File: src/pkg/frp_defs.vh
// Constants for the FIFO read port block
`ifndef FRP_DEFS_VH
`define FRP_DEFS_VH

// ************************************************************
// Widths and depth
// ************************************************************
`define FRP_DATA_W        18
`define FRP_NARROW_W      9
`define FRP_ADDR_W        4
`define FRP_PTR_W         5
`define FRP_DEPTH         16
`define FRP_OFF_W         4
`define FRP_OFFS_W        8
`define FRP_BITIDX_W      3
`define FRP_BUF_CNT_W     2

// ************************************************************
// Reset values and buffer full count
// ************************************************************
`define FRP_PTR_RST       5'h00
`define FRP_DATA_RST      18'h00000
`define FRP_OFFS_RST      8'h77
`define FRP_BITIDX_RST    3'h0
`define FRP_BUF_CNT_RST   2'h0
`define FRP_BUF_FULL      2'h2

// ************************************************************
// Synchroniser bit positions
// ************************************************************
`define FRP_SYNC_W        14
`define FRP_S_RCLK        0
`define FRP_S_SCLK        1
`define FRP_S_REN_N       2
`define FRP_S_RSEL_N      3
`define FRP_S_RT_N        4
`define FRP_S_MARK        5
`define FRP_S_LD_N        6
`define FRP_S_SEN_N       7
`define FRP_S_FT_SI       8
`define FRP_S_PCLR_N      9
`define FRP_S_FCLR_N      10
`define FRP_S_OE_N        11
`define FRP_S_ASYNC       12
`define FRP_S_NARROW      13
`define FRP_SYNC_RST      14'h0000

`endif

File: src/hdl/frp_buf.v
// Two-entry skid buffer with valid and ready on both sides
`timescale 1ns/1ps
`include "frp_defs.vh"

module frp_buf (
    input  wire                     clk_sys_in,   // System clock
    input  wire                     arst_n_in,    // Async reset, active low
    input  wire                     clear_in,     // Sync flush
    input  wire                     in_valid_in,  // Source word valid
    input  wire [`FRP_DATA_W-1:0]   in_data_in,   // Source word
    output wire                     in_ready_out, // Room for a word
    output wire                     out_valid_out,// Word available
    output wire [`FRP_DATA_W-1:0]   out_data_out, // Oldest word
    input  wire                     out_ready_in  // Sink takes word
);
    reg [`FRP_DATA_W-1:0]   d0_q;
    reg [`FRP_DATA_W-1:0]   d1_q;
    reg [`FRP_BUF_CNT_W-1:0] cnt_q;
    reg [`FRP_BUF_CNT_W-1:0] cnt_d;
    reg                     rdy_q;
    wire                    push;
    wire                    pop;

    assign out_valid_out = (cnt_q != `FRP_BUF_CNT_RST);
    assign out_data_out  = d0_q;
    assign in_ready_out  = rdy_q;
    assign push          = in_valid_in & rdy_q;
    assign pop           = out_valid_out & out_ready_in;

    always @* begin
        cnt_d = cnt_q;
        if (clear_in) begin
            cnt_d = `FRP_BUF_CNT_RST;
        end else if (push & ~pop) begin
            cnt_d = cnt_q + 2'h1;
        end else if (pop & ~push) begin
            cnt_d = cnt_q - 2'h1;
        end
    end

    always @(posedge clk_sys_in or negedge arst_n_in) begin
        if (!arst_n_in) begin
            cnt_q <= `FRP_BUF_CNT_RST;
            rdy_q <= 1'b0;
            d0_q  <= `FRP_DATA_RST;
            d1_q  <= `FRP_DATA_RST;
        end else begin
            cnt_q <= cnt_d;
            // Ready registered from next fill, so no word is dropped
            rdy_q <= ~clear_in & (cnt_d != `FRP_BUF_FULL);
            if (pop) begin
                d0_q <= (push && cnt_q == 2'h1) ? in_data_in : d1_q;
                if (push && cnt_q == `FRP_BUF_FULL) begin
                    d1_q <= in_data_in;
                end
            end else if (push) begin
                if (cnt_q == `FRP_BUF_CNT_RST) begin
                    d0_q <= in_data_in;
                end else begin
                    d1_q <= in_data_in;
                end
            end
        end
    end
endmodule

File: src/hdl/frp_top.v
// Read port of a FIFO: resets, reads, retransmit, mark and offset load
`timescale 1ns/1ps
`include "frp_defs.vh"

// Contract
// - Partial clear zeroes read and write pointers and the output data register.
// - Partial clear keeps timing mode, programming method and offset values.
// - Data bus is 18 bits, or 9 bits in narrow mode, upper bits zero.
// - Synchronous mode: read clock edge with read enable reads one word or offsets.
// - Offset access low: synchronous-mode read clock edge puts offset registers on data outputs.
// - Asynchronous mode: each read strobe rising edge with offset access high reads one word.
// - Read select gates reads and output drive, sampled on read clock.
// - During resets read select ignored; output enable alone controls drive.
// - Retransmit on read clock edge rewinds read pointer, forces empty indication.
// - Retransmit leaves write pointer, method, timing mode and offsets alone.
// - With a recorded mark, retransmit loads the marked position instead of zero.
// - Serial clock edge with shift enable shifts serial bit into offsets.
// - Mark input records current read pointer for later retransmit.
// - After full clear, the fall-through strap pin is the serial data input.
module frp_top (
    input  wire                     clk_sys_in,               // System clock 20 MHz
    input  wire                     arst_n_in,                // Async reset, active low
    input  wire                     rd_clk_strobe_in,         // Read clock or strobe
    input  wire                     serial_clk_in,            // Serial offset clock
    input  wire                     read_enable_n_in,         // Read enable, active low
    input  wire                     read_select_n_in,         // Read chip select, low
    input  wire                     replay_request_n_in,      // Retransmit, active low
    input  wire                     mark_in,                  // Mark read position
    input  wire                     offset_access_n_in,       // Offset access, low
    input  wire                     offset_shift_enable_n_in, // Serial enable, low
    input  wire                     fall_through_mode_in,     // Strap, then serial data
    input  wire                     partial_clear_n_in,       // Partial clear, low
    input  wire                     full_clear_n_in,          // Full clear, low
    input  wire                     output_enable_n_in,       // Output enable, low
    input  wire                     async_read_sel_in,        // Strap: strobe read mode
    input  wire                     narrow_sel_in,            // Strap: 9-bit output
    input  wire                     wr_valid_in,              // Write word valid
    input  wire [`FRP_DATA_W-1:0]   wr_data_in,               // Write word
    output wire                     wr_ready_out,             // Write side ready
    output reg  [`FRP_DATA_W-1:0]   read_data_out,            // Output data register
    output reg                      data_oe_out,              // Data bus drive enable
    output reg                      empty_flag_n_out,         // Empty / output-ready
    output reg                      full_flag_n_out           // Full flag, active low
);
    // ************************************************************
    // Input synchronisers
    // ************************************************************
    wire [`FRP_SYNC_W-1:0] raw;
    reg  [`FRP_SYNC_W-1:0] s1_q;
    reg  [`FRP_SYNC_W-1:0] s2_q;

    assign raw = {narrow_sel_in, async_read_sel_in, output_enable_n_in,
                  full_clear_n_in, partial_clear_n_in, fall_through_mode_in,
                  offset_shift_enable_n_in, offset_access_n_in, mark_in,
                  replay_request_n_in, read_select_n_in, read_enable_n_in,
                  serial_clk_in, rd_clk_strobe_in};

    genvar g;
    generate
        for (g = 0; g < `FRP_SYNC_W; g = g + 1) begin : g_sync
            always @(posedge clk_sys_in or negedge arst_n_in) begin
                if (!arst_n_in) begin
                    s1_q[g] <= 1'b0;
                    s2_q[g] <= 1'b0;
                end else begin
                    s1_q[g] <= raw[g];
                    s2_q[g] <= s1_q[g];
                end
            end
        end
    endgenerate

    // ************************************************************
    // State
    // ************************************************************
    reg [`FRP_DATA_W-1:0]   mem [0:`FRP_DEPTH-1];
    reg [`FRP_PTR_W-1:0]    wr_ptr_q;
    reg [`FRP_PTR_W-1:0]    rd_ptr_q;
    reg [`FRP_PTR_W-1:0]    mark_ptr_q;
    reg                     mark_vld_q;
    reg                     out_vld_q;
    reg                     ft_q;
    reg                     async_q;
    reg                     narrow_q;
    reg [`FRP_OFFS_W-1:0]   offs_q;
    reg [`FRP_BITIDX_W-1:0] bit_idx_q;
    reg                     rclk_prev_q;
    reg                     sclk_prev_q;
    reg                     rsel_n_q;

    wire                    in_full_clr = ~s2_q[`FRP_S_FCLR_N];
    wire                    in_clr = in_full_clr | ~s2_q[`FRP_S_PCLR_N];
    wire                    rclk_rise = s2_q[`FRP_S_RCLK] & ~rclk_prev_q;
    wire                    sclk_rise = s2_q[`FRP_S_SCLK] & ~sclk_prev_q;
    wire                    sel_ok = ~s2_q[`FRP_S_RSEL_N];
    wire [`FRP_PTR_W-1:0]   fill = wr_ptr_q - rd_ptr_q;
    wire                    empty = (fill == `FRP_PTR_RST);
    wire                    full = fill[`FRP_PTR_W-1];
    wire                    buf_vld;
    wire [`FRP_DATA_W-1:0]  buf_data;
    wire                    wr_take = buf_vld & ~full & ~in_clr;
    wire [`FRP_DATA_W-1:0]  mem_word = mem[rd_ptr_q[`FRP_ADDR_W-1:0]];
    // narrow mode, upper bits carry zero
    wire [`FRP_DATA_W-1:0]  out_word = narrow_q ?
        {{(`FRP_DATA_W-`FRP_NARROW_W){1'b0}}, mem_word[`FRP_NARROW_W-1:0]} : mem_word;
    // synchronous read needs enable and select
    wire                    sync_rd = ~async_q & rclk_rise & ~s2_q[`FRP_S_REN_N] & sel_ok;
    wire                    async_rd = async_q & rclk_rise & sel_ok;
    wire                    off_rd = sync_rd & ~s2_q[`FRP_S_LD_N];
    wire                    mem_rd = (sync_rd | async_rd) & s2_q[`FRP_S_LD_N];
    wire                    replay = rclk_rise & ~s2_q[`FRP_S_RT_N];
    wire                    ft_fill = ft_q & ~out_vld_q & ~empty;

    // ************************************************************
    // Write side buffer and memory
    // ************************************************************
    frp_buf u_buf (
        .clk_sys_in    (clk_sys_in),
        .arst_n_in     (arst_n_in),
        .clear_in      (in_clr),
        .in_valid_in   (wr_valid_in),
        .in_data_in    (wr_data_in),
        .in_ready_out  (wr_ready_out),
        .out_valid_out (buf_vld),
        .out_data_out  (buf_data),
        .out_ready_in  (wr_take)
    );

    always @(posedge clk_sys_in) begin
        if (wr_take) begin
            mem[wr_ptr_q[`FRP_ADDR_W-1:0]] <= buf_data;
        end
    end

    // write pointer cleared, retransmit never touches it
    always @(posedge clk_sys_in or negedge arst_n_in) begin
        if (!arst_n_in) begin
            wr_ptr_q <= `FRP_PTR_RST;
        end else if (in_clr) begin
            wr_ptr_q <= `FRP_PTR_RST;
        end else if (wr_take) begin
            wr_ptr_q <= wr_ptr_q + 5'h01;
        end
    end

    // ************************************************************
    // Straps and offset registers
    // ************************************************************
    always @(posedge clk_sys_in or negedge arst_n_in) begin
        if (!arst_n_in) begin
            ft_q        <= 1'b0;
            async_q     <= 1'b0;
            narrow_q    <= 1'b0;
            offs_q      <= `FRP_OFFS_RST;
            bit_idx_q   <= `FRP_BITIDX_RST;
            rclk_prev_q <= 1'b0;
            sclk_prev_q <= 1'b0;
        end else begin
            rclk_prev_q <= s2_q[`FRP_S_RCLK];
            sclk_prev_q <= s2_q[`FRP_S_SCLK];
            // only full clear reloads modes and offsets
            if (in_full_clr) begin
                ft_q      <= s2_q[`FRP_S_FT_SI];
                async_q   <= s2_q[`FRP_S_ASYNC];
                narrow_q  <= s2_q[`FRP_S_NARROW];
                offs_q    <= `FRP_OFFS_RST;
                bit_idx_q <= `FRP_BITIDX_RST;
            // serial shift, strap pin as data, LSB first, wraps
            end else if (sclk_rise & ~s2_q[`FRP_S_SEN_N]) begin
                offs_q[bit_idx_q] <= s2_q[`FRP_S_FT_SI];
                bit_idx_q         <= bit_idx_q + 3'h1;
            end
        end
    end

    // ************************************************************
    // Read pointer, mark and output register
    // ************************************************************
    always @(posedge clk_sys_in or negedge arst_n_in) begin
        if (!arst_n_in) begin
            rd_ptr_q      <= `FRP_PTR_RST;
            mark_ptr_q    <= `FRP_PTR_RST;
            mark_vld_q    <= 1'b0;
            out_vld_q     <= 1'b0;
            read_data_out <= `FRP_DATA_RST;
            rsel_n_q      <= 1'b1;
        end else begin
            if (rclk_rise) begin
                rsel_n_q <= s2_q[`FRP_S_RSEL_N];
            end
            if (in_clr) begin
                rd_ptr_q      <= `FRP_PTR_RST;
                mark_vld_q    <= 1'b0;
                out_vld_q     <= 1'b0;
                read_data_out <= `FRP_DATA_RST;
            end else if (replay) begin
                rd_ptr_q  <= mark_vld_q ? mark_ptr_q : `FRP_PTR_RST;
                out_vld_q <= 1'b0;
            end else begin
                if (s2_q[`FRP_S_MARK]) begin
                    mark_ptr_q <= rd_ptr_q;
                    mark_vld_q <= 1'b1;
                end
                if (off_rd) begin
                    read_data_out <= {{(`FRP_DATA_W-`FRP_OFFS_W){1'b0}}, offs_q};
                // word taken only when memory holds one
                end else if ((mem_rd | ft_fill) & ~empty) begin
                    read_data_out <= out_word;
                    rd_ptr_q      <= rd_ptr_q + 5'h01;
                    out_vld_q     <= 1'b1;
                end else if (mem_rd & ft_q) begin
                    out_vld_q <= 1'b0;
                end
            end
        end
    end

    // ************************************************************
    // Flags and output drive
    // ************************************************************
    always @(posedge clk_sys_in or negedge arst_n_in) begin
        if (!arst_n_in) begin
            empty_flag_n_out <= 1'b0;
            full_flag_n_out  <= 1'b1;
            data_oe_out      <= 1'b0;
        end else begin
            // forced empty low, or output-ready high in fall-through
            if (in_clr | replay) begin
                empty_flag_n_out <= ft_q;
            end else begin
                empty_flag_n_out <= ft_q ? ~out_vld_q : ~empty;
            end
            full_flag_n_out <= ~full;
            // select ignored in reset, otherwise it gates drive
            if (in_clr) begin
                data_oe_out <= ~s2_q[`FRP_S_OE_N];
            end else begin
                data_oe_out <= ~s2_q[`FRP_S_OE_N] & ~rsel_n_q;
            end
        end
    end
endmodule

File: config.mk
export PLATFORM = sky130hd
export DESIGN_NAME = frp_top
export DESIGN_NICKNAME = d
export VERILOG_FILES = /design/src/hdl/frp_buf.v /design/src/hdl/frp_top.v
export VERILOG_INCLUDE_DIRS = /design/src /design/src/pkg
export SDC_FILE = /design/constraint.sdc
export NUM_CORES = 1
export LEC_CHECK = 0
export ABC_AREA = 1
export ABC_CLOCK_PERIOD_IN_PS = 5600
export BUFFER_PORTS_ARGS = -buffer_cell sky130_fd_sc_hd__buf_2
export CAP_MARGIN = 15
export CORE_MARGIN = 4
export CORE_UTILIZATION = 25
export CTS_BUF_LIST = sky130_fd_sc_hd__clkbuf_4
export DETAILED_ROUTE_END_ITERATION = 10
export HOLD_SLACK_MARGIN = 0.03
export PLACE_DENSITY = 0.4
export SYNTH_ARGS = -nofsm -noshare
export SYNTH_HDL_FRONTEND = slang
export SYNTH_SLANG_ARGS = --single-unit
File: constraint.sdc
create_clock -name clk_sys_in -period 5.6 [get_ports clk_sys_in]
set_input_delay 1.68 -clock clk_sys_in [delete_from_list [all_inputs] [get_ports clk_sys_in]]
set_output_delay 1.68 -clock clk_sys_in [all_outputs]
set_load 0.1 [all_outputs]
# Word level (Yosys, flattened, before mapping)
# Memory sizes are Yosys's and may differ from the RTL's.
# Index checks and enable logic that the tools add are counted.
totals:
  mem_bits_rw: 288
  word_cells: 175
  out_inout_bits: 22
  ff_bits: 122
  latch_bits: 0
  mem_count: 1
  input_bits: 35
  rom_bits: 0
mem_list:
  columns: ["memory", "words", "width", "read_ports", "rd_ports_with_merged_regs", "write_ports", "line", "text"]
  rows:
  - ["mem", 16, 18, 1, 0, 1, "frp_top.v:76", "reg [`FRP_DATA_W-1:0] mem [0:`FRP_DEPTH-1];"]
classes:
  n_lt_le_gt_ge: 2
  n_reduce_logical: 20
  add_sub_neg: 6
  bitwise: 46
  div_mod_pow: 0
  eq_ne: 8
  mux: 43
  mul: 0
  shifts: 0
ops:
  columns: ["op", "count"]
  rows:
  - ["2-to-1 mux 18 bit", 13]
  - ["2-to-1 mux 5 bit", 7]
  - ["bitwise AND 1 bit", 23]
  - ["inverter 1 bit", 19]
  - ["2-to-1 mux 8 bit", 2]
  - ["2-to-1 mux 1 bit", 14]
  - ["adder 5 x 1 -> 5 bit, second input constant", 2]
  - ["AND reduction 2 bit", 5]
  - ["nonzero test 2 bit", 5]
  - ["bitwise mux 8 bit", 1]
  - ["2-to-1 mux 2 bit", 3]
  - ["2-to-1 mux 3 bit", 2]
  - ["!= test 2 bit, second input constant", 3]
  - ["AND reduction 3 bit", 2]
  - ["nonzero test 3 bit", 2]
  - ["zero test 5 bit", 1]
  - ["subtractor 5 bit", 1]
  - ["< comparator 3 x 4 -> 1 bit, second input constant", 1]
  - ["!= test 2 x 1 -> 1 bit, second input constant", 2]
  - ["bitwise OR 1 bit", 4]
  - ["nonzero test 4 bit", 1]
  - ["adder 3 x 1 -> 3 bit, second input constant", 1]
  - ["demux 1 bit (select 3 bit)", 1]
  - ["greater-or-equal comparator 3 x 1 -> 1 bit, second input constant", 1]
  - ["other kinds (7)", 9]

# Depth between registers and ports, before layout
# Gate-level depths: netlist of run 1.
depth:
  word_depth: 13
  depth_mapped: 17
  mapped_depth_nobuf: 16

# Cells and area by module
# Synthesis of run 1 repeated with hierarchy kept, for this count alone.
hier_totals:
  cells_unflattened: 1645
  area_unflattened_um2: 17175.2
modules_own_cells:
  columns: ["mod", "seq_area_each_um2", "instances", "area_per_inst_um2", "cells_per_inst"]
  rows:
  - ["frp_top", 10735.3, 1, 15293.4, 1402]
  - ["frp_buf", 975.9, 1, 1881.8, 243]

# Worst setup path after synthesis of run 1
# OpenSTA, ideal clock, no wires.
synth_path:
  kind: "register to register"
  from: "reg rd_ptr_q[2]"
  to: "mem mem[2][0] (netlist name) (enable)"
  setup_ns: 0.439
  path_stages_with_launch: 12
  slack_ns: 1.632
  path_buffers: 2
  required_time_ns: 5.161
  period_less_slack_ns: 3.968
  arrival_time_ns: 3.529
  path_cell_list: "dfrtp_1 inv_1 clkbuf_1 clkbuf_1 ha_1 nand2_1 nand2_1 nand2_1 nand2_1 nand2_2 nand2_1 nor4_1"
synth_between:
  elab_chain_len: 6
synth_lines:
  columns: ["element", "line", "text"]
  rows:
  - ["start, declared", "frp_top.v:78", "reg [`FRP_PTR_W-1:0] rd_ptr_q;"]
  - ["start signal, assigned", "frp_top.v:181", "rd_ptr_q <= `FRP_PTR_RST;"]
  - ["start signal, assigned", "frp_top.v:192", "rd_ptr_q <= `FRP_PTR_RST;"]
  - ["start signal, assigned", "frp_top.v:197", "rd_ptr_q <= mark_vld_q ? mark_ptr_q : `FRP_PTR_RST;"]
  - ["subtractor 5 bit", "frp_top.v:96", "wire [`FRP_PTR_W-1:0] fill = wr_ptr_q - rd_ptr_q;"]
  - ["inverter 1 bit", "frp_top.v:101", "wire wr_take = buf_vld & ~full & ~in_clr;"]
  - ["bitwise AND 1 bit (2 in series)", "frp_top.v:101", null]
  - ["2-to-1 mux 1 bit", "frp_top.v:130", "if (wr_take) begin"]
  - ["2-to-1 mux 1 bit", "frp_top.v:131", "mem[wr_ptr_q[`FRP_ADDR_W-1:0]] <= buf_data;"]
  - ["end, declared", "frp_top.v:76", null]
# No other way between the ends.

# Worst setup path after layout of run 1
layout_path:
  from: "reg rd_ptr_q[0]"
  to: "mem mem[5][10] (netlist name) (enable)"
# The elaborated chain is that of the path after synthesis.

==> flow_metrics.env, run 1 <==
export IMPL_status="complete, no violations"
export IMPL_synth_commonest_cells="384 x nand2_1, 288 x edfxtp_1, 178 x nand3_1"
export IMPL_hold_viol_final=0
export IMPL_dp_hpwl_mm=27.59
export IMPL_min_path_type="register to register"
export IMPL_portBuffers=56
export IMPL_die_area_mm2=0.07038
export IMPL_drt_first_pass_iters=5
export IMPL_drt_iter0_markers=804
export IMPL_htree_levels=3
export IMPL_fp_dieH_um=265.3
export IMPL_synthFlopType="edfxtp_1"
export IMPL_rsz0062_at_grt="false"
export IMPL_hold_buffers=0
export IMPL_post_cts_buffers=0
export IMPL_worst_slack_ns=1.704
export IMPL_power_leakage_nw=7.619
export IMPL_crit_type="register to register"
export IMPL_setup_violations=0
export IMPL_timing_hold_ws_ns=0.3437
export IMPL_drive_gt1_frac=0.1858
export IMPL_die_w_um=265.3
export IMPL_post_route_period_util=0.6957
export IMPL_synth_area_mm2=0.01655
export IMPL_synth_most_common_cell="nand2_1"
export IMPL_syn_area_per_cell_um2=11.36
export IMPL_place_ws_ns=1.678
export IMPL_finalSetupTns_ns=0
export IMPL_drc=0
export IMPL_synthArstFlopShare=0.2976
export IMPL_crit_path_start_kind="register"
export IMPL_synth_edff_count=288
export IMPL_required_ns=6.00
export IMPL_synth_top_area_share=0.5226
export IMPL_power_density_mw_per_mm2=362.3
export IMPL_avgViaCountPerCell=4.420
export IMPL_nets=1632
export IMPL_core_area_mm2=0.06575
export IMPL_area_sequential_mm2=0.01172
export IMPL_grt_ovfl_total=0
export IMPL_max_slew_margin_rel=0.3095
export IMPL_fmax_ghz=0.2567
export IMPL_cts_sinks=410
export IMPL_syn_num_nets=1507
export IMPL_yosys_warnings=0
export IMPL_tightest_slew_ns=1.035
export IMPL_irDropWorstVdd_mv=0.1565
export IMPL_start_util=0.2517
export IMPL_wl_mm=45.70
export IMPL_vias=11260
export IMPL_synth_distinct_cells=38
export IMPL_multi_input_area_mm2=0.004302
export IMPL_wl_per_cell_um=17.93
export IMPL_tritoncts="built"
export IMPL_yosys_top_cells_area="edfxtp_1 52%, dfrtp_1 17%, nand2_1 8.7%"
export IMPL_fin_cells=2548
export IMPL_cts_resized_gates=0
export IMPL_fin_util=0.2945
export IMPL_clk_pin_slew_ns=0.07
export IMPL_clk_latency_ns=0.82
export IMPL_clk_path_buf_depth=3
export IMPL_dp_cells=2330
export IMPL_yosysSeqAreaShare=0.7076
export IMPL_period_needed_ns=3.896
export IMPL_critPathMaxFanout=38
export IMPL_cts_buffers=114
export IMPL_gp_congestion=0.7609
export IMPL_cap_violations=0
export IMPL_ioPinCount=57
export IMPL_clock_skew_ns=0.04286
export IMPL_grt_pass1_wl_mm=70.44
export IMPL_area_growth_pct=17.00
export IMPL_syn_instance_count=1457
export IMPL_fillCellCount=6876
export IMPL_num_rows=94
export IMPL_drv_slew=0
export IMPL_grt_usage=0.1301
export IMPL_crit_path_end_kind="register"
export IMPL_grt_max_degree=91
export IMPL_yosys_area_top_type="edfxtp_1"
export IMPL_ys_ff_latch=410
export IMPL_antenna_found_initial=2
export IMPL_arrival_ns=4.30
export IMPL_final_antenna_net_count=0
export IMPL_clock_tree_root_cell="clkbuf_4"
export IMPL_first_global_vias=11540
[power breakdown]
group	switching (mW)	total, mW	leakage [nW]	internal (mW)
Clock	1.28	2.81	0.913	1.52
Combinational	0.361	0.484	2.63	0.123
Sequential	0.240	3.73	4.08	3.49
[metal layers]
metal	up-vias	routed length, um	track usage
li1	5428	-	-
met5	-	0	0
met2	270	20950	0.2011
met4	0	983	0.04169
met1	5501	21460	0.1792
met3	62	2307	0.03450
[kinds of logic after synthesis]
group                    count (synthesis)  synth area share
AO/OA/AOI/OAI                          203           0.07039
buffers and inverters                  141           0.03599
AND/OR/NAND/NOR                        687            0.1737
flip-flops                             410            0.7076
adder cells (fa/ha/maj)                 15           0.01179
XOR/XNOR                                 1         0.0005293
[state kept, by name, indices dropped and copies added, names as in the netlist, 2 cells and up]
name / cells
rd_ptr_q: 5
s2_q: 14
u_buf.out_data_out: 18
s1_q: 14
u_buf.d1_q: 18
wr_ptr_q: 5
u_buf.cnt_q: 2
read_data_out: 18
bit_idx_q: 3
mem: 288
offs_q: 8
mark_ptr_q: 5
[path summary, 6_finish.rpt]
path | start | endpoint | slack (ns) | cells after the start
min | s1_q[12] | s2_q[12] | 0.34 | 0
max in group asynchronous | arst_n_in | u_buf.out_data_out[4] | 3.61 | 2
min in group asynchronous | arst_n_in | read_data_out[1] | 0.96 | 1
min reg2reg | s1_q[12] | s2_q[12] | 0.34 | 0
max | rd_ptr_q[0] | mem[5][10] | 1.70 | 12
max reg2reg | rd_ptr_q[0] | mem[5][10] | 1.70 | 12
[layout by cell type (no fill, tap or decap), types with 6 or more instances in the layout]
master / count
edfxtp_1: 288
nor2_2: 9
dfrtp_1: 112
nor4_1: 7
a21oi_1: 58
o221ai_1: 9
ha_1: 14
o21ai_0: 92
clkinv_1: 27
o22ai_1: 18
inv_2: 6
clkbuf_4: 184
nor3_2: 6
o211ai_1: 17
buf_4: 24
nand2_1: 384
buf_2: 55
dfstp_2: 8
nand3_1: 178
nor2_1: 84
inv_1: 63
[area by class of cell]
cell class                 instances  area share
sequential                       410      0.6051
multi-input combinational        906      0.2222
clock buffer                     184     0.07134
tap                              864     0.05583
timing repair buffer              80     0.02410
inverter                          70     0.01363
clock inverter                    29    0.007237
antenna                            5   0.0006462
[critical path, stage by stage, from the launching register on]
cell	delay [ns]
dfrtp_4	0.72
ha_1	0.23
inv_1	0.06
fa_1	0.37
nand2_1	0.11
nand2_1	0.07
nand2_1	0.06
nand2_1	0.06
nand2_2	0.11
nand3_2	0.32
inv_1	0.26
nand2_1	0.23
nor2_2	0.84
[through the flow]
step | total power, mW | cell area, um2
6_report | 7.015 | 19360
5_1_grt | 7.397 | 19360
3_5_place_dp | 4.291 | 17830
3_3_place_gp | 4.283 | 17830
4_1_cts | 7.152 | 19350
2_1_floorplan | 4.004 | 16550
Note: power is estimated with default switching activity, not from simulation.
==> run 2: changes to the inputs <==
--- a/config.mk
+++ b/config.mk
@@ -7,7 +7,7 @@
 export NUM_CORES = 1
 export LEC_CHECK = 0
 export ABC_AREA = 1
-export ABC_CLOCK_PERIOD_IN_PS = 5600
+export ABC_CLOCK_PERIOD_IN_PS = 4100
 export BUFFER_PORTS_ARGS = -buffer_cell sky130_fd_sc_hd__buf_2
 export CAP_MARGIN = 15
 export CORE_MARGIN = 4
==> constraint.sdc (replaced) <==
create_clock -name clk_sys_in -period 4.1 [get_ports clk_sys_in]
set_input_delay 1.23 -clock clk_sys_in [delete_from_list [all_inputs] [get_ports clk_sys_in]]
set_output_delay 1.23 -clock clk_sys_in [all_outputs]
set_load 0.1 [all_outputs]
==> run 2 against run 1 <==
  * Critical path depth grew 3
  * Register-to-register slack lost 0.72 ns
  * Clock power grew 40%
  * Critical path type unchanged
  * Clock skew grew 0.016 ns
  * Die area is the same
  * Flip-flop and latch count is the same
  * Worst setup slack lost 0.72 ns
  * Routed wire length grew 1.6%
==> flow_metrics.env, run 2 (synthesis results as in run 1) <==
export IMPL_status="complete, no violations"
export IMPL_gp_congestion=0.7388
export IMPL_grt_pass1_wl_mm=71.57
export IMPL_min_delay_start="s1_q[4]"
export IMPL_cts_resized_gates=0
export IMPL_hold_buffers=0
export IMPL_cts_sinks=410
export IMPL_critPathMaxFanout=11
export IMPL_final_antenna_net_count=0
export IMPL_rsz0062_at_grt="false"
export IMPL_start_util=0.2517
export IMPL_ioPinCount=57
export IMPL_drv_slew=0
export IMPL_clk_pin_slew_ns=0.06
export IMPL_min_path_type="register to register"
export IMPL_post_route_period_util=0.7611
export IMPL_avgViaCountPerCell=4.418
export IMPL_hold_viol_final=0
export IMPL_fmax_ghz=0.3205
export IMPL_largest_reg_flops=288
export IMPL_cts_buffers=115
export IMPL_grt_ovfl_total=0
export IMPL_crit_path_end_kind="register"
export IMPL_final_common_cell="nand2_1"
export IMPL_period_needed_ns=3.120
export IMPL_core_area_mm2=0.06575
export IMPL_grt_usage=0.1325
export IMPL_drt_iter0_markers=636
export IMPL_dp_hpwl_mm=27.28
export IMPL_max_slew_margin_rel=0.3842
export IMPL_power_leakage_nw=7.705
export IMPL_tritoncts="built"
export IMPL_clock_skew_ns=0.05930
export IMPL_post_cts_buffers=0
export IMPL_clk_latency_ns=0.88
export IMPL_nets=1645
export IMPL_drive_gt1_frac=0.1942
export IMPL_whs_path_depth=0
export IMPL_crit_path_start_kind="register"
export IMPL_clock_tree_root_cell="clkbuf_4"
export IMPL_die_w_um=265.3
export IMPL_finalSetupTns_ns=0
export IMPL_r2r_start="wr_ptr_q[0]"
export IMPL_area_growth_pct=18.04
export IMPL_path_common_cell="nand2_1"
export IMPL_irDropWorstVdd_mv=0.2241
export IMPL_first_global_vias=11640
export IMPL_final_cell_mix="384 x nand2_1, 288 x edfxtp_1, 185 x clkbuf_4"
export IMPL_rr_endpoint="mem[1][13]"
export IMPL_clk_path_buf_depth=3
export IMPL_setup_violations=0
export IMPL_vias=11290
export IMPL_cap_violations=0
export IMPL_cp_buffers_inverters=5
export IMPL_wl_per_cell_um=18.18
export IMPL_htree_levels=3
export IMPL_r2r_slack_ns=0.98
export IMPL_drc=0
export IMPL_grt_max_degree=132
export IMPL_critPathMaxStageDelay_ns=0.51
export IMPL_final_area_mm2=0.01954
export IMPL_crit_slowest_cell="nor2_2"
export IMPL_arrival_ns=3.66
export IMPL_crit_chain="inv_1 > ha_1 > inv_1 > fa_1 > nand2_1 > nand2_1 > nand2_1 > nand2_1 > nand2_2 > nand3_2 > buf_4 > inv_1 > nand2_1 > nor2_2 > buf_12"
export IMPL_wl_mm=46.45
export IMPL_drt_first_pass_iters=5
export IMPL_crit_type="register to register"
export IMPL_min_to="s2_q[4]"
export IMPL_fp_dieH_um=265.3
export IMPL_critical_path_top_delay_family="simple AND/OR/NAND/NOR gates"
export IMPL_post_dp_cell_area_mm2=0.01797
export IMPL_rr_worst_depth=15
export IMPL_num_rows=94
export IMPL_power_density_mw_per_mm2=494.2
export IMPL_die_area_mm2=0.07038
export IMPL_required_ns=4.64
export IMPL_portBuffers=56
export IMPL_antenna_found_initial=2
export IMPL_tightest_slew_ns=0.9238
export IMPL_fillCellCount=6802
run 2: cell count changes in the layout (fill, tap and decap cells not counted), sizes merged:
cell / delta
clkbuf: +1
inv: -1
bufinv: +1
buf: +12
clkinv: -6
diode: -3
clkinvlp: +3
run 2: worst reg2reg max path: cells and delay by family, from the launching register on:
| family | cells | cell delay, ns |
|---|---|---|
| adder cells (fa/ha/maj) | 2 | 0.53 |
| flip-flops | 1 | 0.41 |
| AND/OR/NAND/NOR | 8 | 1.12 |
| buffers and inverters | 5 | 0.77 |
run 2: area by class of cell:
class / count / area, um2 / area share
clock inverter: 26 / 171.4 / 0.008775
multi-input combinational: 906 / 4302 / 0.2202
antenna: 2 / 5.005 / 0.0002562
tap: 864 / 1081 / 0.05534
inverter: 70 / 264.0 / 0.01351
sequential: 410 / 11720 / 0.5998
clock buffer: 185 / 1389 / 0.07109
timing repair buffer: 92 / 606.8 / 0.03106
run 2: per-layer routing:
layer  track usage  routed length, um  up-vias
met1        0.1799              22030     5540
met2        0.2126              21590      218
met4       0.04112                987        0
li1              -                  -     5442
met3       0.02941               1840       88
met5             0                  0        -
run 2: worst max-delay path by stage:
stage / startpoint / end / cells past startpoint
2_1_floorplan: rd_ptr_q[2] / mem[2][0] / 11
3_3_place_gp: rd_ptr_q[0] / read_data_out[3] / 11
3_5_place_dp: wr_ptr_q[0] / mem[1][13] / 15
4_1_cts: rd_ptr_q[0] / read_data_out[3] / 11
5_1_grt: wr_ptr_q[0] / u_buf.out_data_out[12] / 15
6_report: wr_ptr_q[0] / mem[1][13] / 15
run 2: where the power goes:
part	leakage, nW	switching [mW]	internal [mW]
Combinational	2.71	0.513	0.174
Clock	0.918	1.76	2.16
Sequential	4.08	0.288	4.76
Total	7.70	2.56	7.09
run 2: through the flow:
step	power [mW]	setup WS, ns	hold WS (ns)	util	cells
global route	10.18	0.6756	0.3178	0.2971	2555
CTS	9.851	0.9020	0.2809	0.2971	2553
finish	9.654	0.9797	0.3278	0.2971	2555
detailed placement	5.851	0.9322	0.3364	0.2733	2342
global placement	5.840	0.9343	0.3333	0.2733	2342
floorplan	5.469	0.1322	0.3312	-	1457
==> run 3: changes to the inputs <==
--- a/config.mk
+++ b/config.mk
@@ -7,7 +7,7 @@
 export NUM_CORES = 1
 export LEC_CHECK = 0
 export ABC_AREA = 1
-export ABC_CLOCK_PERIOD_IN_PS = 4100
+export ABC_CLOCK_PERIOD_IN_PS = 3100
 export BUFFER_PORTS_ARGS = -buffer_cell sky130_fd_sc_hd__buf_2
 export CAP_MARGIN = 15
 export CORE_MARGIN = 4
==> constraint.sdc (replaced) <==
create_clock -name clk_sys_in -period 3.1 [get_ports clk_sys_in]
set_input_delay 0.93 -clock clk_sys_in [delete_from_list [all_inputs] [get_ports clk_sys_in]]
set_output_delay 0.93 -clock clk_sys_in [all_outputs]
set_load 0.1 [all_outputs]
==> run 3 against run 2 <==
  * Routed wire length increased by 4.6%
  * Count of clock-buffer cells in the layout decreased by 4
  * Die area unchanged
==> flow_metrics.env, run 3 (synthesis results as in run 1) <==
export IMPL_status="complete, no violations"
export IMPL_critPathMaxStageDelay_ns=0.41
export IMPL_worst_slack_ns=0.2644
export IMPL_drc=0
export IMPL_drt_first_pass_iters=5
export IMPL_core_area_mm2=0.06575
export IMPL_period_needed_ns=2.836
export IMPL_grt_usage=0.1384
export IMPL_power_leakage_nw=7.806
export IMPL_htree_levels=3
export IMPL_irDropWorstVdd_mv=0.3015
export IMPL_max_slew_margin_rel=0.3278
export IMPL_arrival_ns=3.55
export IMPL_clock_skew_ns=0.07764
export IMPL_place_ws_ns=0.2767
export IMPL_area_sequential_mm2=0.01172
export IMPL_fp_dieH_um=265.3
export IMPL_final_cell_mix="384 x nand2_1, 288 x edfxtp_1, 181 x clkbuf_4"
export IMPL_hold_viol_final=0
export IMPL_gp_congestion=0.7524
export IMPL_path_common_cell="inv_1"
export IMPL_wl_mm=48.59
export IMPL_clock_tree_root_cell="clkbuf_4"
export IMPL_grt_pass1_wl_mm=73.69
export IMPL_rsz0062_at_grt="false"
export IMPL_first_global_vias=11520
export IMPL_power_density_mw_per_mm2=645.3
export IMPL_crit_path_start_kind="register"
export IMPL_fillCellCount=6778
export IMPL_grt_max_degree=69
export IMPL_min_path_type="input port to register"
export IMPL_num_rows=94
export IMPL_antenna_found_initial=3
export IMPL_grt_ovfl_total=0
export IMPL_crit_slowest_cell="dfrtp_1"
export IMPL_required_ns=3.82
export IMPL_cts_buffers=113
export IMPL_drive_gt1_frac=0.1992
export IMPL_cap_violations=0
export IMPL_tritoncts="built"
export IMPL_crit_path_end_kind="register"
export IMPL_dp_hpwl_mm=31.10
export IMPL_post_cts_buffers=0
export IMPL_clk_latency_ns=0.85
export IMPL_critical_path_top_delay_family="simple AND/OR/NAND/NOR gates"
export IMPL_area_growth_pct=19.49
export IMPL_total_power_mw=12.76
export IMPL_setup_violations=0
export IMPL_largest_reg_flops=288
export IMPL_cts_sinks=410
export IMPL_wl_per_cell_um=18.86
export IMPL_drt_iter0_markers=772
export IMPL_drv_slew=0
export IMPL_avgViaCountPerCell=4.437
export IMPL_crit_chain="inv_1 > ha_1 > inv_1 > fa_1 > or2_2 > a21oi_1 > nand4_1 > nand3_1 > nand2_1 > o21ai_0"
export IMPL_final_common_cell="nand2_1"
export IMPL_multi_input_area_mm2=0.004310
export IMPL_cp_buffers_inverters=2
export IMPL_final_antenna_net_count=0
export IMPL_portBuffers=56
export IMPL_critPathMaxFanout=8
export IMPL_clk_pin_slew_ns=0.07
export IMPL_tightest_slew_ns=1.008
export IMPL_clk_path_buf_depth=3
export IMPL_ioPinCount=57
export IMPL_post_route_period_util=0.9147
export IMPL_die_area_mm2=0.07038
export IMPL_die_w_um=265.3
export IMPL_nets=1660
export IMPL_r2r_slack_ns=0.26
export IMPL_fmax_ghz=0.3527
export IMPL_vias=11430
export IMPL_start_util=0.2517
export IMPL_crit_type="register to register"
[run 3: cell count changes in the layout (fill, tap and decap cells not counted), moves of 2 or more]
cell,previous run,this run
buf_12,4,15
inv_2,4,6
diode_2,2,5
clkbuf_4,185,181
clkinvlp_4,3,1
buf_4,32,37
clkinv_1,21,26
[run 3: area by class of cell]
class / instances / area share
well taps: 864 / 0.05467
inverters: 70 / 0.01335
flip-flops and latches: 410 / 0.5925
diodes: 5 / 0.0006327
clock inverters: 31 / 0.007972
repair buffers: 109 / 0.04423
multi-input cells: 906 / 0.2180
clock buffers: 181 / 0.06871
[run 3: worst register-to-register path, cell delays in order, from the launching register on]
cell and delay (ns):
dfrtp_1 0.41, inv_1 0.12, ha_1 0.21, inv_1 0.08
fa_1 0.41, or2_2 0.29, a21oi_1 0.12, nand4_1 0.27
nand3_1 0.30, nand2_1 0.22, o21ai_0 0.29
[run 3: through the flow]
step                hold WS [ns]  instances  instance area, um2  utilization  TNS [ns]
floorplan                 0.3312       1457               16590            -    -51.62
global placement          0.3317       2358               18240       0.2774         0
detailed placement        0.3355       2358               18240       0.2774         0
CTS                      0.07705       2571               19760       0.3006         0
global route             0.05938       2575               19770       0.3007         0
finish                    0.1747       2576               19780       0.3008         0
[run 3: report_power, final]
group          switching [mW]  internal (mW)
registers               0.487           6.30
clock network            2.30           2.72
logic                   0.709          0.249
[run 3: metal layers]
layer,track usage,share of wire
met5,0,0
met4,0.03941,0.019
met3,0.03080,0.041
met2,0.2210,0.47
met1,0.1904,0.47
[run 3: final timing paths]
kind	from	cells after the start	to
max	wr_ptr_q[0]	10	rd_ptr_q[1]
min	partial_clear_n_in	1	s1_q[9]
max reg2reg	wr_ptr_q[0]	10	rd_ptr_q[1]
min reg2reg	s1_q[5]	0	s2_q[5]
max in group asynchronous	arst_n_in	3	s2_q[0]
min in group asynchronous	arst_n_in	2	read_data_out[0]
[run 3: repair_timing]
item,in CTS,in global routing
hold buffers,1,0
hold endpoints to repair,44,0
gates resized for setup,0,0
